File: config.mk
export PLATFORM = sky130hd
export DESIGN_NAME = trpc_tx_ramp_pll_cal_control
export DESIGN_NICKNAME = d
export VERILOG_FILES = /design/src/trpc_pkg.sv /design/src/trpc_tx_ramp_pll_cal_control.sv
export SDC_FILE = /design/constraint.sdc
export NUM_CORES = 1
export LEC_CHECK = 0
export ABC_AREA = 1
export BUFFER_PORTS_ARGS = -buffer_cell sky130_fd_sc_hd__buf_4
export CORE_MARGIN = 1.5
export CORE_UTILIZATION = 55
export DETAILED_ROUTE_END_ITERATION = 12
export PLACE_DENSITY = 0.86
export SETUP_SLACK_MARGIN = 0.2
export SYNTH_ARGS = -nofsm -noshare
export SYNTH_HDL_FRONTEND = slang
export SYNTH_SLANG_ARGS = --single-unit
File: constraint.sdc
create_clock -name clock -period 5.08 [get_ports clock]
set_clock_uncertainty 0.2 [all_clocks]
set_input_delay 1.016 -clock clock [delete_from_list [all_inputs] [get_ports clock]]
set_output_delay 1.016 -clock clock [all_outputs]
set_load 0.05 [all_outputs]
File: src/trpc_pkg.sv
package trpc_pkg;

   // ****************************************
   // Bus and counter widths
   // ****************************************
   localparam int CLK_MHZ = 100;
   localparam int ADDR_W = 8;
   localparam int DATA_W = 8;
   localparam int CNT_W = 16;

   // ****************************************
   // Register offsets and reset values
   // ****************************************
   localparam logic [7:0] ADDR_TX_RAMP = 8'h52;
   localparam logic [7:0] ADDR_SYNTH = 8'h53;
   localparam logic [7:0] ADDR_CAL = 8'h55;
   localparam logic [7:0] ADDR_MODEM = 8'h56;
   localparam logic [7:0] RST_TX_RAMP = 8'h00;
   localparam logic [7:0] RST_SYNTH = 8'h52;
   localparam logic [7:0] RST_CAL = 8'h04;
   localparam logic [7:0] RST_MODEM = 8'h00;
   localparam logic [7:0] CAL_CFG_MASK = 8'h55;

   // ****************************************
   // Field positions
   // ****************************************
   localparam int TXMOD_LSB = 4;
   localparam int TXMOD_W = 3;
   localparam int LDO_LSB = 2;
   localparam int TXRAMP_LSB = 0;
   localparam int RAMP_W = 2;
   localparam int TS_LSB = 3;
   localparam int TS_W = 5;
   localparam int T0_LSB = 0;
   localparam int T0_W = 3;
   localparam int CAL_XTAL_HALF = 6;
   localparam int CAL_ADC_DONE = 5;
   localparam int CAL_FINE_EN = 4;
   localparam int CAL_RC_FORCE = 3;
   localparam int CAL_VCO_DP = 2;
   localparam int CAL_VCO_FORCE = 1;
   localparam int CAL_SKIP_VCO = 0;
   localparam int MT_BCR_BYP = 7;
   localparam int MT_SLIC_BYP = 6;
   localparam int MT_DITHER_TYPE = 5;
   localparam int MT_AFC_POL = 4;
   localparam int MT_REF_SEL = 2;
   localparam int MT_REF_INV = 1;
   localparam int MT_IQ_SWAP = 0;

   // ****************************************
   // Timing
   // ****************************************
   localparam int TXMOD_STEP_NS = 4000;
   localparam int RAMP_STEP_NS = 5000;
   localparam int SETTLE_STEP_NS = 10000;
   localparam int RC_CAL_MS = 2;
   localparam int FINE_PERIOD_S = 30;
   localparam int TXMOD_STEP_CYC = (TXMOD_STEP_NS * CLK_MHZ + 999) / 1000;
   localparam int RAMP_STEP_CYC = (RAMP_STEP_NS * CLK_MHZ + 999) / 1000;
   localparam int SETTLE_STEP_CYC = (SETTLE_STEP_NS * CLK_MHZ + 999) / 1000;
   localparam int RC_CAL_CYC_DEF = RC_CAL_MS * 1000 * CLK_MHZ;
   localparam longint FINE_PERIOD_CYC_DEF = 64'(FINE_PERIOD_S) * 64'd1000000 * 64'(CLK_MHZ);

   // ****************************************
   // Transmit sequencer states
   // ****************************************
   typedef enum logic [1:0] {
      TRPC_TX_IDLE = 2'b00,
      TRPC_TX_DELAY = 2'b01,
      TRPC_TX_MOD = 2'b10,
      TRPC_TX_DOWN = 2'b11
   } trpc_tx_state_type;

endpackage

File: src/trpc_tx_ramp_pll_cal_control.sv
// Implementation choice: strobed register access.
`timescale 1ns/100ps
// Functional notes
// - Modulation delay after PA enable, 4us steps
// - RF regulator ramp 5 to 20 us
// - PA ramp-up 5 to 20 us
// - Cold start settling is soft plus post-cal
// - Retune settling 0 to 310 us, 10us steps
// - Post-calibration settling 0 to 70 us
// - Settle timing register resets to 0x52
// - Half-start bit halves crystal wake period
// - ADC calibration done bit reads the adc_cal_done input
// - Fine RC calibration about every 30 s
// - Rising force bit runs 2 ms RC calibration
// - Auto RC calibration on wake timer, WOR
// - Double precision lengthens VCO calibration
// - Force bit runs one VCO calibration
// - Skip bit omits VCO cal idle to TX/RX
// - Bypass bits for BCR and slicer compensation
// - Dither type selects +1/0 or plus-minus one
// - DSM reference 10 MHz or synthesizer
// - Invert DSM reference clock
// - Swap I and Q receive channels
module trpc_tx_ramp_pll_cal_control #(
   parameter int RC_CAL_CYCLES = trpc_pkg::RC_CAL_CYC_DEF,
   parameter longint FINE_PERIOD_CYCLES = trpc_pkg::FINE_PERIOD_CYC_DEF
) (
   input wire logic clock,
   input wire logic reset,
   input wire logic [trpc_pkg::ADDR_W-1:0] reg_addr,
   input wire logic [trpc_pkg::DATA_W-1:0] reg_wdata,
   input wire logic reg_write,
   input wire logic reg_read,
   output logic [trpc_pkg::DATA_W-1:0] reg_rdata,
   input wire logic tx_request,
   input wire logic chip_idle,
   input wire logic synth_enabled,
   input wire logic idle_to_txrx,
   input wire logic synth_retune,
   input wire logic vco_cal_finished,
   input wire logic adc_cal_done,
   input wire logic rc_osc_enabled,
   input wire logic wakeup_timer_enabled,
   input wire logic wake_on_rx_state,
   output logic pa_enable,
   output logic tx_modulation,
   output logic pa_ramp_busy,
   output logic ldo_ramp_busy,
   output logic synth_settled,
   output logic vco_cal_run,
   output logic vco_cal_double,
   output logic rc_cal_active,
   output logic xtal_wake_half,
   output logic bcr_comp_bypass,
   output logic slicer_comp_bypass,
   output logic dither_symmetric,
   output logic afc_polarity,
   output logic dsm_ref_10mhz,
   output logic dsm_ref_invert,
   output logic iq_swap
);

   localparam int CW = trpc_pkg::CNT_W;
   localparam int RC_W = $clog2(RC_CAL_CYCLES + 1);
   localparam int FINE_W = $clog2(FINE_PERIOD_CYCLES + 1);

   generate
      if (RC_CAL_CYCLES < 2 || FINE_PERIOD_CYCLES < 2 || FINE_W > 63) begin : g_bad
         $error("Calibration cycle counts out of range");
      end
   endgenerate

   // ****************************************
   // Helpers
   // ****************************************
   function automatic logic hit(input logic [7:0] a, input logic [7:0] target);
      hit = (a == target);
   endfunction

   function automatic logic [CW-1:0] ramp_cycles(input logic [1:0] code);
      ramp_cycles = CW'((32'(code) + 32'd1) * 32'(trpc_pkg::RAMP_STEP_CYC));
   endfunction

   // ****************************************
   // Register file
   // ****************************************
   logic [7:0] tx_ramp_q, tx_ramp_d;
   logic [7:0] synth_q, synth_d;
   logic [7:0] cal_q, cal_d;
   logic [7:0] modem_q, modem_d;
   logic [7:0] rdata_q, rdata_d;
   logic vco_run_q, vco_run_d;
   logic rc_active_q, rc_active_d;
   logic rc_forced_q, rc_forced_d;
   logic [7:0] cal_view;
   logic [2:0] txmod_f;
   logic [4:0] ts_f;
   logic [2:0] t0_f;

   assign txmod_f = tx_ramp_q[trpc_pkg::TXMOD_LSB +: trpc_pkg::TXMOD_W];
   assign ts_f = synth_q[trpc_pkg::TS_LSB +: trpc_pkg::TS_W];
   assign t0_f = synth_q[trpc_pkg::T0_LSB +: trpc_pkg::T0_W];

   always_comb begin
      cal_view = cal_q;
      cal_view[trpc_pkg::CAL_ADC_DONE] = adc_cal_done;
      cal_view[trpc_pkg::CAL_RC_FORCE] = rc_forced_q;
      cal_view[trpc_pkg::CAL_VCO_FORCE] = vco_run_q;
      tx_ramp_d = tx_ramp_q;
      synth_d = synth_q;
      cal_d = cal_q;
      modem_d = modem_q;
      if (reg_write && hit(reg_addr, trpc_pkg::ADDR_TX_RAMP)) begin
         tx_ramp_d = reg_wdata;
      end else if (reg_write && hit(reg_addr, trpc_pkg::ADDR_SYNTH)) begin
         synth_d = reg_wdata;
      end else if (reg_write && hit(reg_addr, trpc_pkg::ADDR_CAL)) begin
         cal_d = reg_wdata & trpc_pkg::CAL_CFG_MASK;
      end else if (reg_write && hit(reg_addr, trpc_pkg::ADDR_MODEM)) begin
         modem_d = reg_wdata;
      end
      rdata_d = 8'h00;
      if (reg_read && hit(reg_addr, trpc_pkg::ADDR_TX_RAMP)) begin
         rdata_d = tx_ramp_q;
      end else if (reg_read && hit(reg_addr, trpc_pkg::ADDR_SYNTH)) begin
         rdata_d = synth_q;
      end else if (reg_read && hit(reg_addr, trpc_pkg::ADDR_CAL)) begin
         rdata_d = cal_view;
      end else if (reg_read && hit(reg_addr, trpc_pkg::ADDR_MODEM)) begin
         rdata_d = modem_q;
      end
   end

   always_ff @(posedge clock) begin
      if (reset) begin
         tx_ramp_q <= trpc_pkg::RST_TX_RAMP;
         synth_q <= trpc_pkg::RST_SYNTH;
         cal_q <= trpc_pkg::RST_CAL & trpc_pkg::CAL_CFG_MASK;
         modem_q <= trpc_pkg::RST_MODEM;
         rdata_q <= 8'h00;
      end else begin
         tx_ramp_q <= tx_ramp_d;
         synth_q <= synth_d;
         cal_q <= cal_d;
         modem_q <= modem_d;
         rdata_q <= rdata_d;
      end
   end

   // ****************************************
   // Transmit sequencer
   // ****************************************
   trpc_pkg::trpc_tx_state_type tx_st_q, tx_st_d;
   logic [CW-1:0] tx_cnt_q, tx_cnt_d, pa_cnt_q, pa_cnt_d, ldo_cnt_q, ldo_cnt_d;
   logic pa_q, pa_d, mod_q, mod_d;
   logic pa_busy_q, pa_busy_d, ldo_busy_q, ldo_busy_d;
   logic [CW-1:0] mod_cyc;

   assign mod_cyc = CW'(32'(txmod_f) * 32'(trpc_pkg::TXMOD_STEP_CYC));

   always_comb begin
      tx_st_d = tx_st_q;
      tx_cnt_d = (tx_cnt_q != '0) ? tx_cnt_q - CW'(1) : tx_cnt_q;
      pa_cnt_d = (pa_cnt_q != '0) ? pa_cnt_q - CW'(1) : pa_cnt_q;
      ldo_cnt_d = (ldo_cnt_q != '0) ? ldo_cnt_q - CW'(1) : ldo_cnt_q;
      pa_d = pa_q;
      mod_d = mod_q;
      case (tx_st_q)
         trpc_pkg::TRPC_TX_IDLE: begin
            if (tx_request) begin
               pa_d = 1'b1;
               pa_cnt_d = ramp_cycles(tx_ramp_q[trpc_pkg::TXRAMP_LSB +: trpc_pkg::RAMP_W]);
               ldo_cnt_d = ramp_cycles(tx_ramp_q[trpc_pkg::LDO_LSB +: trpc_pkg::RAMP_W]);
               tx_cnt_d = mod_cyc;
               if (mod_cyc == '0) begin
                  mod_d = 1'b1;
                  tx_st_d = trpc_pkg::TRPC_TX_MOD;
               end else begin
                  tx_st_d = trpc_pkg::TRPC_TX_DELAY;
               end
            end
         end
         trpc_pkg::TRPC_TX_DELAY: begin
            if (!tx_request) begin
               tx_cnt_d = mod_cyc;
               tx_st_d = trpc_pkg::TRPC_TX_DOWN;
            end else if (tx_cnt_q <= CW'(1)) begin
               mod_d = 1'b1;
               tx_st_d = trpc_pkg::TRPC_TX_MOD;
            end
         end
         trpc_pkg::TRPC_TX_MOD: begin
            if (!tx_request) begin
               mod_d = 1'b0;
               tx_cnt_d = mod_cyc;
               if (mod_cyc == '0) begin
                  pa_d = 1'b0;
                  tx_st_d = trpc_pkg::TRPC_TX_IDLE;
               end else begin
                  tx_st_d = trpc_pkg::TRPC_TX_DOWN;
               end
            end
         end
         default: begin
            if (tx_cnt_q <= CW'(1)) begin
               pa_d = 1'b0;
               tx_st_d = trpc_pkg::TRPC_TX_IDLE;
            end
         end
      endcase
      pa_busy_d = (pa_cnt_d != '0);
      ldo_busy_d = (ldo_cnt_d != '0);
   end

   always_ff @(posedge clock) begin
      if (reset) begin
         tx_st_q <= trpc_pkg::TRPC_TX_IDLE;
         tx_cnt_q <= '0;
         pa_cnt_q <= '0;
         ldo_cnt_q <= '0;
         pa_q <= 1'b0;
         mod_q <= 1'b0;
         pa_busy_q <= 1'b0;
         ldo_busy_q <= 1'b0;
      end else begin
         tx_st_q <= tx_st_d;
         tx_cnt_q <= tx_cnt_d;
         pa_cnt_q <= pa_cnt_d;
         ldo_cnt_q <= ldo_cnt_d;
         pa_q <= pa_d;
         mod_q <= mod_d;
         pa_busy_q <= pa_busy_d;
         ldo_busy_q <= ldo_busy_d;
      end
   end

   // ****************************************
   // Synthesizer settling and VCO calibration
   // ****************************************
   logic [CW-1:0] settle_cnt_q, settle_cnt_d;
   logic settled_q, settled_d;
   logic vco_force_ok;

   assign vco_force_ok = reg_write && hit(reg_addr, trpc_pkg::ADDR_CAL)
      && reg_wdata[trpc_pkg::CAL_VCO_FORCE] && chip_idle && synth_enabled;

   always_comb begin
      settle_cnt_d = (settle_cnt_q != '0) ? settle_cnt_q - CW'(1) : settle_cnt_q;
      if (vco_cal_finished) begin
         settle_cnt_d = CW'((32'(ts_f) + 32'(t0_f)) * 32'(trpc_pkg::SETTLE_STEP_CYC));
      end else if (synth_retune) begin
         settle_cnt_d = CW'(32'(ts_f) * 32'(trpc_pkg::SETTLE_STEP_CYC));
      end
      settled_d = (settle_cnt_d == '0);
      vco_run_d = vco_run_q;
      if (vco_cal_finished) begin
         vco_run_d = 1'b0;
      end
      if (vco_force_ok) begin
         vco_run_d = 1'b1;
      end
      if (idle_to_txrx && !cal_q[trpc_pkg::CAL_SKIP_VCO]) begin
         vco_run_d = 1'b1;
      end
   end

   always_ff @(posedge clock) begin
      if (reset) begin
         settle_cnt_q <= '0;
         settled_q <= 1'b1;
         vco_run_q <= 1'b0;
      end else begin
         settle_cnt_q <= settle_cnt_d;
         settled_q <= settled_d;
         vco_run_q <= vco_run_d;
      end
   end

   // ****************************************
   // RC oscillator calibration
   // ****************************************
   logic [RC_W-1:0] rc_cnt_q, rc_cnt_d;
   logic [FINE_W-1:0] fine_cnt_q, fine_cnt_d;
   logic auto_q, auto_d;
   logic fine_fire, rc_force_req, rc_start;

   assign auto_d = wakeup_timer_enabled || wake_on_rx_state;
   assign rc_force_req = reg_write && hit(reg_addr, trpc_pkg::ADDR_CAL)
      && reg_wdata[trpc_pkg::CAL_RC_FORCE] && !rc_forced_q;

   always_comb begin
      fine_fire = 1'b0;
      fine_cnt_d = fine_cnt_q - FINE_W'(1);
      if (!cal_q[trpc_pkg::CAL_FINE_EN]) begin
         fine_cnt_d = FINE_W'(FINE_PERIOD_CYCLES);
      end else if (fine_cnt_q == '0) begin
         fine_fire = 1'b1;
         fine_cnt_d = FINE_W'(FINE_PERIOD_CYCLES);
      end
      rc_start = rc_osc_enabled && !rc_active_q
         && (rc_force_req || fine_fire || (auto_d && !auto_q));
      rc_cnt_d = rc_cnt_q;
      rc_active_d = rc_active_q;
      rc_forced_d = rc_forced_q;
      if (rc_active_q) begin
         rc_cnt_d = rc_cnt_q - RC_W'(1);
         if (rc_cnt_q <= RC_W'(1)) begin
            rc_active_d = 1'b0;
            rc_forced_d = 1'b0;
         end
      end
      if (rc_start) begin
         rc_active_d = 1'b1;
         rc_cnt_d = RC_W'(RC_CAL_CYCLES);
         rc_forced_d = rc_force_req;
      end
   end

   always_ff @(posedge clock) begin
      if (reset) begin
         rc_cnt_q <= '0;
         fine_cnt_q <= '0;
         auto_q <= 1'b0;
         rc_active_q <= 1'b0;
         rc_forced_q <= 1'b0;
      end else begin
         rc_cnt_q <= rc_cnt_d;
         fine_cnt_q <= fine_cnt_d;
         auto_q <= auto_d;
         rc_active_q <= rc_active_d;
         rc_forced_q <= rc_forced_d;
      end
   end

   // ****************************************
   // Outputs
   // ****************************************
   assign reg_rdata = rdata_q;
   assign pa_enable = pa_q;
   assign tx_modulation = mod_q;
   assign pa_ramp_busy = pa_busy_q;
   assign ldo_ramp_busy = ldo_busy_q;
   assign synth_settled = settled_q;
   assign vco_cal_run = vco_run_q;
   assign vco_cal_double = cal_q[trpc_pkg::CAL_VCO_DP];
   assign rc_cal_active = rc_active_q;
   assign xtal_wake_half = cal_q[trpc_pkg::CAL_XTAL_HALF];
   assign bcr_comp_bypass = modem_q[trpc_pkg::MT_BCR_BYP];
   assign slicer_comp_bypass = modem_q[trpc_pkg::MT_SLIC_BYP];
   assign dither_symmetric = modem_q[trpc_pkg::MT_DITHER_TYPE];
   assign afc_polarity = modem_q[trpc_pkg::MT_AFC_POL];
   assign dsm_ref_10mhz = modem_q[trpc_pkg::MT_REF_SEL];
   assign dsm_ref_invert = modem_q[trpc_pkg::MT_REF_INV];
   assign iq_swap = modem_q[trpc_pkg::MT_IQ_SWAP];

   // ****************************************
   // Assertions
   // ****************************************
   logic [CW-1:0] since_pa_q;

   always_ff @(posedge clock) begin
      if (reset || (pa_d && !pa_q)) begin
         since_pa_q <= '0;
      end else if (since_pa_q != '1) begin
         since_pa_q <= since_pa_q + CW'(1);
      end
   end
endmodule // trpc_tx_ramp_pll_cal_control

# Word level (Yosys, flattened, before mapping)
# Cells that the tools add are included.
# totals
register_bits,161
latch_bits,0
ram_bits,0
romBits,0
input_bits,30
output_inout_bits,24
elab_cells,158
memories,0
# op_classes
add_sub_neg,9
mul,5
n_div,0
order_cmp,2
eq_ne,13
n_shift,0
mux,51
bitwise_logic,5
reduce_logical,50
# ops
cell,n
2-to-1 mux 16 bit,12
nonzero test 16 bit,6
2-to-1 mux 32 bit,2
"subtractor 16 x 1 -> 16 bit, second input constant",4
2-to-1 mux 18 bit,2
"== test 8 x 7 -> 1 bit, second input constant",4
zero test 16 bit,2
zero test 32 bit,1
2-to-1 mux 8 bit,4
one-hot mux 16 bit (2 select lines),1
"subtractor 32 x 1 -> 32 bit, second input constant",1
"multiplier 3 x 7 -> 10 bit, second input constant",2
2-to-1 mux 1 bit,20
"less-or-equal comparator 18 x 1 -> 1 bit, second input constant",1
"subtractor 18 x 1 -> 18 bit, second input constant",1
logical AND 1 bit,17
"less-or-equal comparator 16 x 1 -> 1 bit, second input constant",1
2-to-1 mux 2 bit,7
"multiplier 6 x 7 -> 13 bit, second input constant",1
"multiplier 5 x 7 -> 12 bit, second input constant",1
"!= test 2 bit, second input constant",6
nonzero test 3 bit,3
"multiplier 3 x 5 -> 8 bit, second input constant",1
AND reduction 4 bit,2
19 further kinds,33

# Logic depth before layout (Yosys ltp)
# logic_depth
ltp_word,9
depth_mapped,26
mapped_depth_nobuf,26

# Worst setup path after synthesis
# Ideal clock, no wire load.
# synth_path
path_kind,register to register
from,register synth_q[4]
to,"register settled_q, in the netlist synth_settled"
setup_ns,0.123
arrival_ns,4.430
t_required_ns,4.757
path_slack_ns,0.327
path_stages_with_launch,22
path_buffers,0
synth_period_minus_slack_ns,4.753
path_cell_list,dfxtp_1 inv_1 fa_1 o21ai_0 xor2_1 inv_1 fa_1 inv_1 fa_1 fa_1 inv_1 ha_1 nand2_1 or2_2 nand3_1 nand2_1 nand3_1 nand2_1 nand2_1 nor2_1 nand3_1 nand2_1
# synth_between
elab_chain_len,4
elab_cells_between_ends,6
cone_classes,add/sub: 1; mul: 2; mux: 2; reduce/logical: 1
# synth_rtl
item,line,source
from (decl),trpc_tx_ramp_pll_cal_control.sv:88,"logic [7:0] synth_q, synth_d;"
from (signal assigned),trpc_tx_ramp_pll_cal_control.sv:137,synth_q <= trpc_pkg::RST_SYNTH;
from (signal assigned),trpc_tx_ramp_pll_cal_control.sv:143,synth_q <= synth_d;
adder 5 x 3 -> 6 bit / multiplier 5 x 7 -> 12 bit (equally long branches),"trpc_tx_ramp_pll_cal_control.sv:250, trpc_tx_ramp_pll_cal_control.sv:252",
multiplier 6 x 7 -> 13 bit / 2-to-1 mux 16 bit (equally long branches),"trpc_tx_ramp_pll_cal_control.sv:250, trpc_tx_ramp_pll_cal_control.sv:251",
2-to-1 mux 16 bit (*),trpc_tx_ramp_pll_cal_control.sv:249,if (vco_cal_finished) begin
zero test 16 bit (*),trpc_tx_ramp_pll_cal_control.sv:254,settled_d = (settle_cnt_d == '0);
to (signal assigned),trpc_tx_ramp_pll_cal_control.sv:274,settled_q <= settled_d;
to (decl),trpc_tx_ramp_pll_cal_control.sv:241,"logic settled_q, settled_d;"
# Every way passes the cells marked *; elsewhere a longest branch is shown, timed or not.
# A chain may end at the register's enable or synchronous reset.

# Final worst setup path
# Ends and elaborated chain as after synthesis.

==> impl_results.md <==
- HP Start: fine_cnt_q[0]
- Clk sinks: 161
- Internal power: about 2900 uW
- Clock root buffer: clkbuf_16
- Synth Net Count: ~1800
- Post-route DRC: 0
- Flop2flop setup slack: 400 ps
- Fmax: 0.214 GHz
- Post-place instance area: 12000 um2
- H-tree levels: 4
- Worst Tran Pin Value: 936 ps
- Most frequent cell after synthesis: nand2_1
- Final Instance Area: 12700 um2
- Starting density of the core: 56.0%
- Final period util: 92.1%
- Crit. End Element: flip-flop
- Lkg Pwr: ~0.0063 uW
- FFs w/ async S/R, synth: 0%
- Pin count of the biggest net entering global routing: 83
- Crit path max-delay family: adder cells
- CORE AREA: approximately 20000 um2
- Final hold violations: 0
- Layout cell share with drive strength beyond 1: between 10% and 20%
- DR WL/cell: about 14 um
- Final min period: 4680 ps
- DR vias: 10849
- Port bufs: 53
- Clock Path Buffers: 2
- Hold buffers post-CTS: 0
- Ys flop type: dfxtp_1
- GR Layer Usage met1: 32.6%
- TNS Setup: 0 ps
- Max-slew violations: 0
- Setup CP Type: reg -> reg
- ANT cells: 0
- Hold-critical path depth: 1
- Detailed Place HPWL: 20800 um
- RSZ-0062 raised after global routing: false
- Switch share: 42.9%
- Ranking of synthesized cells by area: dfxtp_1, nand2_1, ha_1, nor2_1, inv_1
- Worst VDD drop: 0.230 mV
- Post-DRT Antenna Nets: 0
- Launching point of the worst reg2reg path: synth_q[4]
- Crit path max fanout: 5
- FF-to-FF End: synth_settled
- GP Congestion: 0.923
- Worst Reg-to-Reg Cells: 22
- Die width: 147 um
- Clk_lat worst skew: 440 ps
- IO Count: 54
- Yosys reg bits: 161
- Detailed Route WL: roughly 28000 um
- Psw: 2180 uW
- Worst Path Required: between 5000 and 6000 ps
- GRT met2 Usage: 45.0%
- Slowest CP cell: fa_2
- CTS tree: built
- Number of synthesized flops with an enable pin: 0
- CTS Buf Count: 17
- Number of cell rows: between 50 and 60
- Global-route wire length before repair: 46700 um
- Pre-Repair DR Iteration Count: 7
- Met3 usage: under 10%
- GR peak layer: met2
- Overflow after GRT: 0
- Post-Synthesis Cells: 1681
- WP buf/inv: 4
- Seq/Total Area, Yosys: roughly 28%
- Post-synth top cells: nand2_1, nor2_1, inv_1
- Initial antenna violation count: 0
- Pwr/cell area: 399 nW/um2
- Worst min path class: reg -> reg
- Average footprint of a synthesized cell: 6.75 um2
- Final setup fails: 0
- Die Ht: around 150 um
- Max-cap viol count: 0
- Clk pin slew, worst setup/hold paths: around 70 ps
- CP arrival: between 4000 and 5000 ps
- Gr usage total: 26.4%
- Area Overhead vs Synth: 12.0%
- DIE AREA: 21500 um2
- Clock power frac: 25.4%
- Worst Hold Path EP: fine_cnt_q[0]
- Yosys cell types: between 40 and 50
- Crit-path most repeated cell: nand2_1
- Status: finished, final reports clean
- Seq pwr share: 31.8%
- Slowest stage delay, CP: 590 ps
- Synthesis Warnings: 0
- Comb pwr share: a little over two fifths
- Share of the synthesized area in the top cell type: around 28%
- Vias per std cell: 5.38
- Post-synthesis cell area: 11300 um2
- Number of global-route vias before repair: between 10000 and 15000
- DRT iter0 DRCs: 576
- Area leader, netlist: dfxtp_1
- Slew HR: a little under two fifths
- Worst setup SP type: flip-flop
- CP cell instances: buf_6 -> ha_1 -> nand2_1 -> nor2_1 -> a211oi_2 -> xor2_1 -> inv_1 -> fa_2 -> inv_2 -> fa_1 -> fa_2 -> inv_1 -> ha_4 -> nand2_1 -> or2_2 -> nand4_1 -> nand3_1 -> nand2_1 -> nand2_1 -> nor2_1 -> nand3_1 -> nand2_1
- NumNets Final: ~1900
==> cells in the final DEF, fill, tap and decap left out, types with 6 or more instances in the layout <==
| cell | instances |
|---|---|
| inv_1 | 236 |
| a31oi_1 | 11 |
| fa_1 | 24 |
| inv_2 | 8 |
| nand3_1 | 103 |
| nand2_1 | 364 |
| xor2_1 | 31 |
| nand3b_1 | 14 |
| clkinv_4 | 7 |
| clkbuf_16 | 17 |
| ha_1 | 80 |
| dfxtp_1 | 160 |
| nand2_2 | 7 |
| nor2_2 | 20 |
| o21ai_0 | 73 |
| buf_4 | 64 |
| a21oi_1 | 99 |
| nor3_1 | 25 |
| or2_2 | 16 |
| nand4_1 | 27 |
| xnor2_1 | 28 |
| nor2_1 | 254 |
| o22ai_1 | 6 |
==> through the flow <==
stage	utilization, %	std cells	hold slack [ps]	worst slack, ps	power [uW]
2_1_floorplan	-	1681	191	327	3300
3_3_place_gp	59.3	1981	202	216	3700
3_5_place_dp	59.3	1981	201	94.7	3750
4_1_cts	62.3	2015	210	245	5040
5_1_grt	62.8	2017	225	133	5480
6_report	62.8	2017	211	403	5070
==> routing by layer <==
layer | vias to the layer above | routed length [um]
li1 | 5450 | -
met1 | 4990 | 12000
met2 | 330 | 13300
met3 | 79 | 1650
met4 | 0 | 1010
met5 | - | 0
==> area by class of cell <==
class / instances / area [um2]
Clock buffer: 18 / 439
Inverter: 247 / 932
Clock inverter: 14 / 151
Tap cell: 270 / 338
Fill cell: 1763 / 7530
Sequential cell: 161 / 3230
Timing Repair Buffer: 65 / 492
Multi-Input combinational cell: 1242 / 7120
==> worst max-delay path by stage <==
stage,start,to,slack [ps],cells after the start
finish,synth_q[4],synth_settled,400,22
CTS,synth_q[5],synth_settled,240,21
global placement,synth_q[0],synth_settled,220,21
floorplan,synth_q[4],synth_settled,330,21
detailed placement,synth_q[3],synth_settled,90,20
global route,synth_q[3],synth_settled,130,23
==> timing repair <==
action	4_1_cts	5_1_grt
pin swaps	1	16
setup endpoints to repair	1	4
resized for setup	2	20
setup buffers	2	2
==> flip-flops by register name (all words and copies together) (netlist names), 8 cells and up <==
name	flops
pa_cnt_q	16
settle_cnt_q	16
reg_rdata	8
fine_cnt_q	32
ldo_cnt_q	16
tx_ramp_q	8
rc_cnt_q	18
tx_cnt_q	16
synth_q	8
modem_q	8
==> cell families after synthesis <==
group / count (synthesis) / share of synthesized area (%)
AND/OR/NAND/NOR: 855 / 33.1
buffers and inverters: 278 / 9.42
AO/OA/AOI/OAI: 215 / 10.2
flip-flops: 161 / 28.4
adder cells (fa/ha/maj): 112 / 14.2
XOR/XNOR: 60 / 4.63
==> power groups by stage <==
| stage | Sequential (uW) | Clock (uW) | Combinational [uW] |
|---|---|---|---|
| 2_1_floorplan | 1630 | 0 | 1680 |
| 5_1_grt | 1640 | 1350 | 2490 |
| 3_5_place_dp | 1630 | 0 | 2110 |
| 3_3_place_gp | 1630 | 0 | 2060 |
| 4_1_cts | 1610 | 1290 | 2130 |
| 6_report | 1610 | 1290 | 2170 |
(Power assumes the default switching activity.)
